**src/sweep_params.svh**
```systemverilog
/*
 * Constants of the stepped sweep controller: step rates, step size and
 * reset values.
 * Assumes a single 250 MHz system clock.
 */
`ifndef SWEEP_PARAMS_SVH
`define SWEEP_PARAMS_SVH

// ----------------------------------------------------------------------
// Clock and step timing
// ----------------------------------------------------------------------
`define CLK_KHZ 250000
`define SLOW_STEP_MS 10
`define FAST_STEP_MS 1
`define SLOW_STEP_CYCLES (`SLOW_STEP_MS * `CLK_KHZ)
`define FAST_STEP_CYCLES (`FAST_STEP_MS * `CLK_KHZ)

// ----------------------------------------------------------------------
// Frequency step and reset values
// ----------------------------------------------------------------------
`define STEP_MHZ 15'h0001
`define FREQ_RESET 15'h0000
`define RAMP_RESET 14'h0000
`define DIV_ZERO 22'h000000
`define ADDR_RESET 5'h00
`define STAT_RESET 2'h0

`endif

```
**src/sweep_pkg.sv**
```systemverilog
/*
 * Types shared by the stepped sweep controller files.
 * Assumes sweep_params.svh supplies the numeric constants.
 */
package sweep_pkg;
   // -------------------------------------------------------------------
   // Frequencies in MHz units
   // -------------------------------------------------------------------
   typedef logic [14:0] freq_t;
   typedef logic [13:0] span_t;
   typedef logic [15:0] sum_t;

   // -------------------------------------------------------------------
   // Modes and panel carriers
   // -------------------------------------------------------------------
   typedef enum logic [1:0] {
      MODE_FIXED = 2'b00,
      MODE_SLOW = 2'b01,
      MODE_FAST = 2'b10
   } mode_t;

   typedef struct packed {
      logic fixedSel;
      logic slowSel;
      logic fastSel;
      logic singleStep;
      logic returnStart;
      logic segTest;
   } panel_btn_t;

   typedef struct packed {
      logic lockGreen;
      logic levelGreen;
   } lamps_t;
endpackage

```
**src/step_tick_gen.sv**
```systemverilog
/*
 * Step tick divider: one pulse per slow or fast step period.
 * Assumes run and fastRate come from logic on the same clock.
 */
`timescale 1ns/1ps
`include "sweep_params.svh"

module step_tick_gen #(
   parameter int SLOW_DIV = `SLOW_STEP_CYCLES,
   parameter int FAST_DIV = `FAST_STEP_CYCLES
) (
   // Clock and reset
   input wire logic clk,
   input wire logic rst_n,
   // Control
   input wire logic run,
   input wire logic fastRate,
   // Tick out
   output logic tick
);
   logic [21:0] count;
   logic lastFast;
   wire [21:0] limit = fastRate ? 22'(FAST_DIV - 1) : 22'(SLOW_DIV - 1);
   wire restart = !run || (fastRate != lastFast);
   wire atEnd = (count >= limit);

   // --------------------------------------------------------------------
   // Divider
   // --------------------------------------------------------------------
   always_ff @(posedge clk or negedge rst_n) begin
      if (!rst_n) begin
         count <= `DIV_ZERO;
         lastFast <= 1'b0;
         tick <= 1'b0;
      end else begin
         lastFast <= fastRate;
         count <= (restart || atEnd) ? `DIV_ZERO : count + 22'h000001;
         tick <= !restart && atEnd;
      end
   end
endmodule

```
**src/stepped_sweep_controller.sv**
```systemverilog
/*
 * Stepped sweep controller: mode latch, 1 MHz step sweep, manual step,
 * return to start, retrace marker, ramp value, display test, ready lamps
 * and remote address switches.
 * Assumes panel buttons, switches and status lines arrive asynchronously;
 * the synthesis loop follows outFreq.
 */
// How it works
// - Fixed mode holds output at start frequency, never sweeping.
// - Slow mode steps up 1 MHz on each 100 Hz tick.
// - Fast mode steps up 1 MHz on each 1000 Hz tick.
// - Span setting, 10 to 9999 MHz, sets distance from start to end.
// - Start setting, 100 to 26000 MHz, is fixed output and sweep origin.
// - Auto sweep counts up to start plus span, reloads start, repeats.
// - Ramp period is span plus one steps, of 10 ms slow, 1 ms fast.
// - Single step press in a step mode adds exactly 1 MHz, or nothing if it meets a step tick or return press.
// - Return press in any sweep mode reloads start frequency at once.
// - Retrace marker pulls to ground during retrace, released otherwise.
// - Holding segment test lights every display segment.
// - Lock and level lamps turn green once achieved.
// - Remote address comes from five switches as binary code.
`timescale 1ns/1ps
`include "sweep_params.svh"

module stepped_sweep_controller #(
   parameter int SLOW_DIV = `SLOW_STEP_CYCLES,
   parameter int FAST_DIV = `FAST_STEP_CYCLES
) (
   // Clock and reset
   input wire logic clk,
   input wire logic rst_n,
   // Front panel
   input wire sweep_pkg::panel_btn_t buttons,
   input wire sweep_pkg::freq_t startSetting,
   input wire sweep_pkg::span_t spanSetting,
   input wire logic [4:0] addrSwitches,
   // Loop status
   input wire logic lockAchieved,
   input wire logic levelAchieved,
   // Synthesis and readout
   output sweep_pkg::freq_t outFreq,
   output sweep_pkg::freq_t frequencyReadout,
   output logic segAllOn,
   output sweep_pkg::mode_t activeMode,
   // Sweep outputs
   output sweep_pkg::span_t rampValue,
   output logic penLiftOut,
   output logic penLiftOe,
   // Status
   output sweep_pkg::lamps_t lamps,
   output logic [4:0] busAddress
);
   import sweep_pkg::*;

   // --------------------------------------------------------------------
   // Input synchronisers
   // --------------------------------------------------------------------
   panel_btn_t btnMeta, btnSync, btnLast;
   freq_t startMeta, startSet;
   span_t spanMeta, spanSet;
   logic [4:0] addrMeta, addrSync;
   logic [1:0] statMeta, statSync;

   always_ff @(posedge clk or negedge rst_n) begin
      if (!rst_n) begin
         btnMeta <= '0;
         btnSync <= '0;
         btnLast <= '0;
         startMeta <= `FREQ_RESET;
         startSet <= `FREQ_RESET;
         spanMeta <= `RAMP_RESET;
         spanSet <= `RAMP_RESET;
         addrMeta <= `ADDR_RESET;
         addrSync <= `ADDR_RESET;
         statMeta <= `STAT_RESET;
         statSync <= `STAT_RESET;
      end else begin
         btnMeta <= buttons;
         btnSync <= btnMeta;
         btnLast <= btnSync;
         startMeta <= startSetting;
         startSet <= startMeta;
         spanMeta <= spanSetting;
         spanSet <= spanMeta;
         addrMeta <= addrSwitches;
         addrSync <= addrMeta;
         statMeta <= {lockAchieved, levelAchieved};
         statSync <= statMeta;
      end
   end

   // --------------------------------------------------------------------
   // Press detection and decode
   // --------------------------------------------------------------------
   wire panel_btn_t press = btnSync & ~btnLast;
   wire autoMode = (activeMode != MODE_FIXED);
   wire sum_t endFreq = sum_t'(startSet) + sum_t'(spanSet);
   wire atEnd = (sum_t'(outFreq) >= endFreq);
   wire stepTick;
   wire doReturn = press.returnStart && autoMode;
   mode_t next_mode;
   freq_t next_freq;
   logic next_retrace;

   always_comb begin
      next_mode = activeMode;
      if (press.fixedSel) begin
         next_mode = MODE_FIXED;
      end else if (press.slowSel) begin
         next_mode = MODE_SLOW;
      end else if (press.fastSel) begin
         next_mode = MODE_FAST;
      end
   end

   always_comb begin
      next_freq = outFreq;
      next_retrace = penLiftOe;
      if (!autoMode) begin
         next_freq = startSet;
         next_retrace = 1'b0;
      end else if (doReturn) begin
         next_freq = startSet;
         next_retrace = 1'b0;
      end else if (stepTick && atEnd) begin
         next_freq = startSet;
         next_retrace = 1'b1;
      end else if (stepTick || press.singleStep) begin
         next_freq = outFreq + `STEP_MHZ;
         next_retrace = 1'b0;
      end
   end

   // --------------------------------------------------------------------
   // Step tick divider
   // --------------------------------------------------------------------
   step_tick_gen #(.SLOW_DIV(SLOW_DIV), .FAST_DIV(FAST_DIV)) tickGen (
      .clk(clk),
      .rst_n(rst_n),
      .run(autoMode),
      .fastRate(activeMode == MODE_FAST),
      .tick(stepTick)
   );

   // --------------------------------------------------------------------
   // State and outputs
   // --------------------------------------------------------------------
   always_ff @(posedge clk or negedge rst_n) begin
      if (!rst_n) begin
         activeMode <= MODE_FIXED;
         outFreq <= `FREQ_RESET;
         frequencyReadout <= `FREQ_RESET;
         rampValue <= `RAMP_RESET;
         penLiftOut <= 1'b0;
         penLiftOe <= 1'b0;
         segAllOn <= 1'b0;
         lamps <= '0;
         busAddress <= `ADDR_RESET;
      end else begin
         activeMode <= next_mode;
         outFreq <= next_freq;
         frequencyReadout <= next_freq;
         rampValue <= span_t'(next_freq - startSet);
         penLiftOut <= 1'b0;
         penLiftOe <= next_retrace;
         segAllOn <= btnSync.segTest;
         lamps <= {statSync[1], statSync[0]};
         busAddress <= addrSync;
      end
   end
endmodule

```
**config.mk**
```make
export PLATFORM = sky130hd
export DESIGN_NAME = stepped_sweep_controller
export DESIGN_NICKNAME = d
export VERILOG_FILES = /design/src/sweep_pkg.sv /design/src/step_tick_gen.sv /design/src/stepped_sweep_controller.sv
export VERILOG_INCLUDE_DIRS = /design/src /design/src/src
export SDC_FILE = /design/constraint.sdc
export NUM_CORES = 1
export LEC_CHECK = 0
export BUFFER_PORTS_ARGS = -buffer_cell sky130_fd_sc_hd__buf_2
export CORE_UTILIZATION = 50
export CTS_CLUSTER_DIAMETER = 30
export DETAILED_ROUTE_END_ITERATION = 8
export PLACE_DENSITY = 0.79
export SETUP_SLACK_MARGIN = 0.05
export SYNTH_ARGS = -nofsm -noshare
export SYNTH_HDL_FRONTEND = slang
export SYNTH_HIERARCHICAL = 1
export SYNTH_SLANG_ARGS = --single-unit
```
**constraint.sdc**
```tcl
create_clock -name clk -period 7.8 [get_ports clk]
set_clock_uncertainty 0.15 [all_clocks]
set_input_delay 0.39 -clock clk [delete_from_list [all_inputs] [get_ports clk]]
set_output_delay 0.39 -clock clk [all_outputs]
set_load 0.02 [all_outputs]
```
==> summary.md, run 1 <==
| Metric | Value |
|---|---|
| Worst hold-check path type | reg2reg |
| Number of cell rows | 42 |
| Critical Path AT | 6580 ps |
| WP data required | 8000 ps |
| Post-synthesis net count | 701 |
| PD cells | 257.7 mW/mm2 |
| Clk_lat worst skew | 430 ps |
| CTS-repair resized insts | 0 |
| Max-Cap Viols | 0 |
| Clock Tree Buf Depth | 2 |
| Final max-slew violation count | 0 |
| Avg Inst Size Synth | 11.66 um2 |
| Core ar. | 0.01345 mm2 |
| Worst-path clk slew | 60 ps |
| Clock net sink count | 153 |
| Hold path cells | 0 |
| Initial antenna violation count | 0 |
| Crit path largest cell delay | 480 ps |
| Vias in the first global route | 5142 |
| Netlist Area Pre-Place | 0.007010 mm2 |
| Ys flop type | dfrtp_1 |
| Peak supply drop | 0.1476 mV |
| Outcome | finished, final reports clean |
| Launch point of the worst hold path | addrSync[1] |
| Synth Instances | 601 |
| Slew @ Worst Pin | 1089 ps |
| Top-area cell type share of the netlist area | 54.61% |
| Reg area | 0.003829 mm2 |
| Starting density of the core | 52.11% |
| Yosys Warn Count | 6 |
| Antenna Cells | 0 |
| Crit Path Class | reg2reg |
| RSZ-0062 raised after global routing | false |
| Post-route cell area | 0.008566 mm2 |
| EDFF count, synth | 0 |
| Beginning of the critical path | startSet[0] |
| Post-synthesis sequential area ratio | 54.61% |
| DR vias/cell | 5.379 |
| Tot GR Track Use | 20.98% |
| DR vias | 4981 |
| Largest net degree at the start of global routing | 97 |
| Initial DRC Count | 229 |
| Clock H-tree levels | 4 |
| FF+latch count, synth | 153 |
| FF-to-FF path depth | 25 |
| TNS Setup | 0 ps |
| Top post-synthesis cells by area | dfrtp_1, ha_1, xnor2_1 |
| Area after DPL | 0.007541 mm2 |
| Tcrit/Tclk final | 81.86% |
| Ys async rst share | 100.0% |
| Chip Width | 120.4 um |
| Quantity of I/O buffers inserted on ports | 98 |
| Top cell family by delay on the critical path | compound AO/OA/AOI/OAI gates |
| Critical path depth | 25 |
| Chip Height | 120.4 um |
| Pre-CTS setup slack | 1632 ps |
| Area Growth Syn to Fin | 22.18% |
| CP dominant cell by count | ha_1 |
| Nets | 837 |
| Fill cell count | 1030 |
| Reg2reg start | startSet[0] |
| Startpoint Class | flop |
| HPWL after DPL | 9.714 mm |
| Congestion Overflow GR | 0 |
| Post-layout util | 63.67% |
| WL/cell | 14.90 um |
| Die area | 0.01450 mm2 |
| Routed Antenna Nets | 0 |
| Lkg Pwr | 0.003936 uW |
| Max stage delay cell, worst path | o31ai_4 |
| Area of the multi-input gates | 0.002845 mm2 |
| Post-route DRC violation count | 0 |
| IO Pins | 100 |
| Cell accounting for the most synthesized area | dfrtp_1 |
| Fin. Hold Viols | 0 |
| CP max FO | 8 |
| TritonCTS clock tree | yes |
| Crit. End Element | flop |
| Number of detailed-route iterations in the first pass | 4 |
| First-pass GRT wire length | 23.48 mm |
| Postcts setup bufs | 0 |
| Tmin final | 6385 ps |
| Synth cell count leaders | dfrtp_1, ha_1, xnor2_1 |
| WL final | 13.80 mm |
| Rel. slew slack | 27.19% |
| Synth cell types | 62 |
| Worst Path Buf+Inv | 1 |
| Most frequent cell after synthesis | dfrtp_1 |
| Fmax | 156.6 MHz |
| Final setup violation count | 0 |
| Hold WS | 190.7 ps |
| Share of layout cells above drive strength 1 | 20.53% |
| Root Driver | clkbuf_16 |
| Final Wtd Congestion | 0.8604 |
| CTS Buf Count | 17 |
| Post-route setup slack | 1415 ps |
final timing paths:
check | to | slack (ps)
worst max-delay path | rampValue[13] | 1410
max in group asynchronous | spanSet[10] | 5840
min in group asynchronous | rampValue[0] | 450
worst min register to register | busAddress[1] | 190
worst min-delay path | busAddress[1] | 190
worst max register to register | rampValue[13] | 1410
cells in the final DEF, fill, tap and decap left out, types with 3 or more instances in the layout:
cell / n
clkbuf_8: 3
buf_2: 97
o21ai_1: 5
a211oi_1: 5
a211o_1: 3
o21ai_0: 18
nand4_1: 6
nor2_1: 29
mux2i_1: 3
or3_1: 9
nor4_1: 4
nand3_1: 26
clkbuf_16: 17
dlygate4sd3_1: 43
inv_1: 34
o21a_1: 6
ha_1: 54
o211ai_1: 5
nand2b_1: 4
clkinv_4: 3
xnor2_1: 37
nor3_1: 26
dfrtp_1: 153
a21o_1: 8
or4_1: 4
buf_4: 3
xor2_1: 13
o21bai_1: 4
a211oi_2: 5
inv_6: 6
nor2b_1: 7
nand2_1: 32
a31oi_1: 4
a21oi_1: 33
layer usage:
metal / routed length (um) / GRT usage (%)
met3: 656 / 4.198
met4: 311 / 10.49
met1: 5710 / 24.49
met2: 7118 / 36.71
met5: 0 / 0
flip-flops by register name (all words and copies together), names as in the netlist, 2 cells and up:
register and cells:
spanSet 14, frequencyReadout 15, statMeta 2, rampValue 14, btnMeta 6, btnLast 5
spanMeta 14, startSet 15, tickGen/count 22, busAddress 5, startMeta 15, activeMode 2
addrSync 5, btnSync 6, addrMeta 5, statSync 2, lamps 2
stage by stage:
step                      total power (uW)  std cells
after detailed placement              1392        851
after global routing                  2315        926
after global placement                1368        851
final                                 2208        926
after CTS                             2222        926
after floorplan                       1263        601
kinds of logic after synthesis:
| family | Yosys count | synth area share, % |
|---|---|---|
| fa+ha+maj | 56 | 10.21 |
| buf+inv | 61 | 4.872 |
| mux | 3 | 0.4284 |
| flops | 153 | 54.61 |
| simple gates | 166 | 12.39 |
| other cells | 1 | 0.05349 |
| compound gates | 111 | 11.19 |
| xor+xnor | 50 | 6.247 |
layout make-up:
cell class,count,share of cell area (%)
clock buffer,20,5.448
sequential,153,44.70
clock inverter,12,1.490
multi-input combinational,387,33.22
tap,176,2.571
timing repair buffer,144,11.09
inverter,34,1.490
power by group:
part	switching, uW	internal [uW]	leakage, uW
clock network	336	474	0.000291
logic	288	196	0.00181
registers	48.2	866	0.00184
what timing repair did:
item / in CTS / in global routing
hold endpoints to repair: 137 / 0
setup endpoints to repair: 0 / 0
hold buffers: 43 / 0
Note: power is estimated with default switching activity, not from simulation.
==> inputs of run 2 (changes only) <==
--- a/config.mk
+++ b/config.mk
@@ -6,6 +6,7 @@
 export SDC_FILE = /design/constraint.sdc
 export NUM_CORES = 1
 export LEC_CHECK = 0
+export ABC_AREA = 1
 export BUFFER_PORTS_ARGS = -buffer_cell sky130_fd_sc_hd__buf_2
 export CORE_UTILIZATION = 50
 export CTS_CLUSTER_DIAMETER = 30
==> constraint.sdc (replaced) <==
create_clock -name clk -period 6.2 [get_ports clk]
set_clock_uncertainty 0.15 [all_clocks]
set_input_delay 0.31 -clock clk [delete_from_list [all_inputs] [get_ports clk]]
set_output_delay 0.31 -clock clk [all_outputs]
set_load 0.02 [all_outputs]
==> run 2 against run 1 <==
Net effect: die area grew 2.4%; sequential share of layout area fell by 1.1 points; worst setup slack got worse by 340 ps; fmax grew 25%; final cell count grew 15%; area after synthesis is 2.5% higher; count of clock-buffer cells in the layout fell by 1; total power is 26% higher; sequential power rose by 27%; critical endpoint is now rampValue[10].
==> summary.md, run 2 <==
| Metric | Value |
|---|---|
| Top cell family by delay on the critical path | simple AND/OR/NAND/NOR gates |
| Chip Height | 121.9 um |
| Slew @ Worst Pin | 943.7 ps |
| Final Wtd Congestion | 0.8975 |
| Post-synthesis net count | 829 |
| Number of cell rows | 43 |
| Lkg Pwr | 0.004281 uW |
| Area after DPL | 0.007749 mm2 |
| Max-Cap Viols | 0 |
| Chip Width | 121.9 um |
| Congestion Overflow GR | 0 |
| DR vias | 5202 |
| Beginning of the critical path | startSet[0] |
| Core ar. | 0.01393 mm2 |
| Starting density of the core | 51.55% |
| Clk_lat worst skew | 420 ps |
| RSZ-0062 raised after global routing | false |
| Post-route setup slack | 1078 ps |
| Final setup violation count | 0 |
| Vias in the first global route | 5055 |
| Clock H-tree levels | 4 |
| Post-Synth Simple-Gate Area | 17.42% |
| CTS Buf Count | 17 |
| Postcts setup bufs | 0 |
| Share of layout cells above drive strength 1 | 19.61% |
| Post-synthesis mux area share | 0.1393% |
| Synth cell count leaders | dfrtp_1, nand2_1, inv_1 |
| TNS Setup | 0 ps |
| Worst hold-check path type | reg2reg |
| First-pass GRT wire length | 23.02 mm |
| Post-layout util | 62.95% |
| WL final | 13.78 mm |
| Tcrit/Tclk final | 82.61% |
| Max stage delay cell, worst path | fa_1 |
| Top post-synthesis cells by area | dfrtp_1, ha_1, nand2_1 |
| Quantity of I/O buffers inserted on ports | 98 |
| Reg2reg start | startSet[0] |
| Outcome | finished, final reports clean |
| HPWL after DPL | 9.792 mm |
| Netlist Area Pre-Place | 0.007183 mm2 |
| Number of detailed-route iterations in the first pass | 4 |
| Rel. slew slack | 37.09% |
| Synth Instances | 729 |
| EDFF count, synth | 0 |
| Crit Path Class | reg2reg |
| Post-route cell area | 0.008772 mm2 |
| WL/cell | 12.98 um |
| Critical Path AT | 5270 ps |
| Antenna Cells | 0 |
| Die area | 0.01485 mm2 |
| Largest register FFs | 22 |
| Yosys Warn Count | 6 |
| Pre-CTS setup slack | 1082 ps |
| Commonest non-fill, non-tap cells in the layout | dfrtp_1, nand2_1, buf_2 |
| Synth cell types | 44 |
| DR vias/cell | 4.898 |
| Launch point of the worst hold path | startMeta[13] |
| Largest net degree at the start of global routing | 83 |
| Net Sw Frac | 30.81% |
| Clock Tree Buf Depth | 2 |
| Area Growth Syn to Fin | 22.12% |
| Cell Int Power | 1920 uW |
| Fin. Hold Viols | 0 |
| Clock net sink count | 153 |
| CTS-repair resized insts | 0 |
| P_sw | 854.8 uW |
| Crit path largest cell delay | 440 ps |
| Root Driver | clkbuf_16 |
| Combinational power share | 21.3% |
| PD cells | 316.3 mW/mm2 |
| Routed Antenna Nets | 0 |
| WP data required | 6350 ps |
| IO Pins | 100 |
| Most frequent cell after synthesis | dfrtp_1 |
| Initial DRC Count | 221 |
| Worst-path clk slew | 60 ps |
| Synth Area in XOR/XNOR | 6.096% |
| Post-route DRC violation count | 0 |
| Post-CTS Hold Fix Bufs | 43 |
| Initial antenna violation count | 0 |
| Synth Area in Adders | 9.963% |
| Sequential Power Share | 41.7% |
| Largest family of logic cells by synthesized area | simple AND/OR/NAND/NOR gates |
| Final max-slew violation count | 0 |
| Most flop-heavy register | tickGen/count |
| Nets | 969 |
| Tot GR Track Use | 20.46% |
| Avg Inst Size Synth | 9.853 um2 |
| Peak supply drop | 0.2424 mV |
| Ys async rst share | 100.0% |
| CP dominant cell by count | nand2_1 |
| CP max FO | 30 |
| Crit. End Element | flop |
| Worst Path Buf+Inv | 0 |
| Post-synthesis compound-gate area fraction | 6.776% |
| Cell accounting for the most synthesized area | dfrtp_1 |
| Top-area cell type share of the netlist area | 53.30% |
| Startpoint Class | flop |
| Commonest non-fill, non-tap cell in the layout | dfrtp_1 |
| Clk pwr share | 37.0% |
| Ys flop type | dfrtp_1 |
| TritonCTS clock tree | yes |
| Tmin final | 5122 ps |
| Post-synthesis sequential area ratio | 53.30% |
| FF+latch count, synth | 153 |
| Fmax | 195.2 MHz |
[run 2: power by group through the flow]
stage	logic, uW	clock network [uW]	registers (uW)
detailed placement	572	0	1170
global placement	557	0	1170
floorplan	351	0	1240
finish	591	1030	1160
CTS	596	1050	1160
global route	665	1100	1170
[run 2: final cells by class]
class,count,area (um2)
Clock buffer,19,432.9
Clock inverter,13,160.2
Fill cell,1094,5162
Inverter,76,285.3
Multi-Input combinational cell,479,2905
Sequential cell,153,3829
Tap cell,180,225.2
Timing Repair Buffer,142,934.6
[run 2: worst reg2reg max path: cells and delay by family, from the launching register on]
family	cells	cell delay, ps
xor+xnor	2	320
compound gates	7	920
flops	1	400
simple gates	15	1640
fa+ha+maj	5	1580
[run 2: cell families after synthesis]
kind of cell	after synthesis
other	1
muxes	1
DFF	153
AOI/OAI and AO/OA	82
buffers and inverters	97
xor gates and xnor gates	50
adders and majority gates	56
and+or+nand+nor	289
[run 2: final timing paths]
| check | end | slack [ps] | cells after the start |
|---|---|---|---|
| hold / removal | startSet[13] | 200 | 0 |
| hold reg to reg | startSet[13] | 200 | 0 |
| setup / recovery | rampValue[10] | 1080 | 29 |
| max in group asynchronous | tickGen/count[11] | 4210 | 3 |
| setup reg to reg | rampValue[10] | 1080 | 29 |
| min in group asynchronous | rampValue[2] | 310 | 2 |
[run 2: through the flow]
stage / total power [uW] / hold WS (ps) / instances
after floorplan: 1588 / -135.6 / 729
after global placement: 1727 / 181.8 / 987
after detailed placement: 1746 / 184.7 / 987
after CTS: 2807 / 197.3 / 1062
after global routing: 2935 / 194.6 / 1062
final: 2775 / 195.7 / 1062
[run 2: per-layer routing]
metal	track usage, %	wire length, um	up-vias
met5	0	0	-
met4	9.568	384	0
met3	5.197	538	31
met2	33.26	6527	137
met1	25.55	6330	2403
li1	-	-	2631
==> inputs of run 3 (changes only) <==
--- a/config.mk
+++ b/config.mk
@@ -6,7 +6,7 @@
 export SDC_FILE = /design/constraint.sdc
 export NUM_CORES = 1
 export LEC_CHECK = 0
-export ABC_AREA = 1
+export ABC_AREA = 0
 export BUFFER_PORTS_ARGS = -buffer_cell sky130_fd_sc_hd__buf_2
 export CORE_UTILIZATION = 50
 export CTS_CLUSTER_DIAMETER = 30
==> constraint.sdc (replaced) <==
create_clock -name clk -period 5.3 [get_ports clk]
set_clock_uncertainty 0.15 [all_clocks]
set_input_delay 0.265 -clock clk [delete_from_list [all_inputs] [get_ports clk]]
set_output_delay 0.265 -clock clk [all_outputs]
set_load 0.02 [all_outputs]
==> run 3 against run 2 <==
Net effect: the run now ends with negative setup slack left; critical path depth fell by 3; die area is 2.4% lower; critical path type unchanged; largest power group unchanged; critical endpoint is now rampValue[12]; sequential cell count did not move; first-iteration DRC count is 16% higher.
==> summary.md, run 3 (same netlist as run 1, synthesis figures left out) <==
| Metric | Value |
|---|---|
| Crit. End Element | flop |
| Rel. slew slack | 26.81% |
| FF-to-FF path depth | 26 |
| Clk pwr share | 35.6% |
| RR Endpoint | rampValue[12] |
| DR vias | 5255 |
| WL/cell | 16.16 um |
| Net Sw Frac | 31.93% |
| Clk_lat worst skew | 430 ps |
| Area of the multi-input gates | 0.002980 mm2 |
| Share of layout cells above drive strength 1 | 27.74% |
| Beginning of the critical path | startSet[1] |
| Reg2reg start | startSet[1] |
| Congestion Overflow GR | 0 |
| Starting density of the core | 52.11% |
| Post-route DRC violation count | 0 |
| Number of cell rows | 42 |
| Fmax | 179.8 MHz |
| Fill cell count | 985 |
| Worst hold-check path type | reg2reg |
| Largest net degree at the start of global routing | 94 |
| Chip Width | 120.4 um |
| DR vias/cell | 5.418 |
| WP data required | 5480 ps |
| Sequential Power Share | 39.6% |
| Area Growth Syn to Fin | 29.13% |
| Pre-CTS setup slack | -168.4 ps |
| Reg2Reg Setup Slack | -260 ps |
| IO Pins | 100 |
| Vias in the first global route | 5507 |
| Nets | 880 |
| Clock Tree Buf Depth | 2 |
| Root Driver | clkbuf_16 |
| Final max-slew violation count | 0 |
| Combinational power share | 24.8% |
| Final setup violation count | 5 |
| PD cells | 375.9 mW/mm2 |
| Core ar. | 0.01345 mm2 |
| Failing checks | negative setup slack |
| WL final | 15.68 mm |
| RSZ-0062 raised after global routing | true |
| Fin. Hold Viols | 0 |
| First-pass GRT wire length | 25.79 mm |
| Total Power | 3403 uW |
| CP max FO | 4 |
| Worst setup endpoint | rampValue[12] |
| Cell Int Power | 2316 uW |
| Worst-path clk slew | 70 ps |
| Die area | 0.01450 mm2 |
| CTS Buf Count | 17 |
| Most flop-heavy register | tickGen/count |
| Number of detailed-route iterations in the first pass | 4 |
| Routed Antenna Nets | 0 |
| TritonCTS clock tree | yes |
| Critical Path AT | 5750 ps |
| Slew @ Worst Pin | 1095 ps |
| Largest register FFs | 22 |
| Commonest non-fill, non-tap cells in the layout | dfrtp_1, buf_2, ha_1 |
| Final Wtd Congestion | 0.8749 |
| Startpoint Class | flop |
| Tot GR Track Use | 23.13% |
| Post-route setup slack | -262.2 ps |
| Initial DRC Count | 256 |
| Chip Height | 120.4 um |
| P_sw | 1086 uW |
| Peak supply drop | 0.2268 mV |
| Quantity of I/O buffers inserted on ports | 98 |
| Crit path largest cell delay | 430 ps |
| Initial antenna violation count | 1 |
| Clock H-tree levels | 4 |
| HPWL after DPL | 10.33 mm |
| Max-Cap Viols | 0 |
| Lkg Pwr | 0.004174 uW |
| Reg area | 0.003829 mm2 |
| Post-layout util | 67.29% |
| Clock net sink count | 153 |
| Tcrit/Tclk final | 104.9% |
| Outcome | finished, violations left |
| TNS Setup | -849.3 ps |
| Tmin final | 5562 ps |
| Commonest non-fill, non-tap cell in the layout | dfrtp_1 |
| Max stage delay cell, worst path | dfrtp_1 |
| Crit Path Class | reg2reg |
==> run 3: changes by cell type in the layout (fill, tap and decap cells not counted), moves of 9 or more <==
cell     before  now
inv_1        69   34
nor2_1       65   26
nor2_2       18    3
nand2_1     151   32
o21ai_0       7   17
xor2_1       32   13
o21ai_1      16    6
nor3_1        2   24
buf_4         1   40
or3_1         0    9
xnor2_1      18   37
==> run 3: what timing repair did <==
item,CTS,global route
buffers inserted,20,7
gates resized for setup,7,21
pin swaps,1,13
setup endpoints to repair,5,10
hold buffers,43,0
endpoints found under the hold margin,134,0
==> run 3: how the worst min path moves through the flow <==
stage,start,end,slack (ps),depth (start not counted)
finish,startMeta[7],startSet[7],190,0
global route,addrMeta[1],addrSync[1],200,0
CTS,spanMeta[5],spanSet[5],200,0
detailed placement,addrMeta[2],addrSync[2],180,0
global placement,btnMeta[3],btnSync[3],180,0
floorplan,rst_n,activeMode[0],-180,0
==> run 3: area by class of cell <==
class	instances	share of cell area (%)
Antenna cell	1	0.02764
Clock buffer	17	4.699
Clock inverter	15	1.907
Inverter	34	1.410
Multi-Input combinational cell	387	32.92
Sequential cell	153	42.29
Tap cell	176	2.433
Timing Repair Buffer	187	14.31
==> run 3: critical path, delay by kind of cell (launching register included) <==
family | cells | cell delay, ps
buf+inv | 2 | 330
mux | 1 | 220
simple gates | 4 | 460
fa+ha+maj | 4 | 1170
compound gates | 13 | 2440
xor+xnor | 2 | 280
flops | 1 | 430
==> run 3: stage by stage <==
step,hold slack (ps),instances,instance area [um2]
finish,194.6,970,9052
global route,204.0,970,9052
CTS,197.0,968,8940
detailed placement,184.7,873,7731
global placement,181.7,873,7731
floorplan,-180.6,601,7036
==> run 3: power groups by stage <==
stage | registers (uW) | clock network [uW] | logic, uW
2_1_floorplan | 1440 | 0 | 425
3_3_place_gp | 1360 | 0 | 699
3_5_place_dp | 1370 | 0 | 722
4_1_cts | 1350 | 1230 | 800
5_1_grt | 1360 | 1290 | 921
6_report | 1350 | 1210 | 842
==> run 3: per-layer routing <==
| metal | vias to the layer above | share of wire, % | track usage, % |
|---|---|---|---|
| met1 | 2590 | 40 | 26.99 |
| met3 | 42 | 5.7 | 5.377 |
| met5 | - | 0 | 0 |
| li1 | 2456 | - | - |
| met2 | 167 | 52 | 40.30 |
| met4 | 0 | 2.7 | 10.73 |
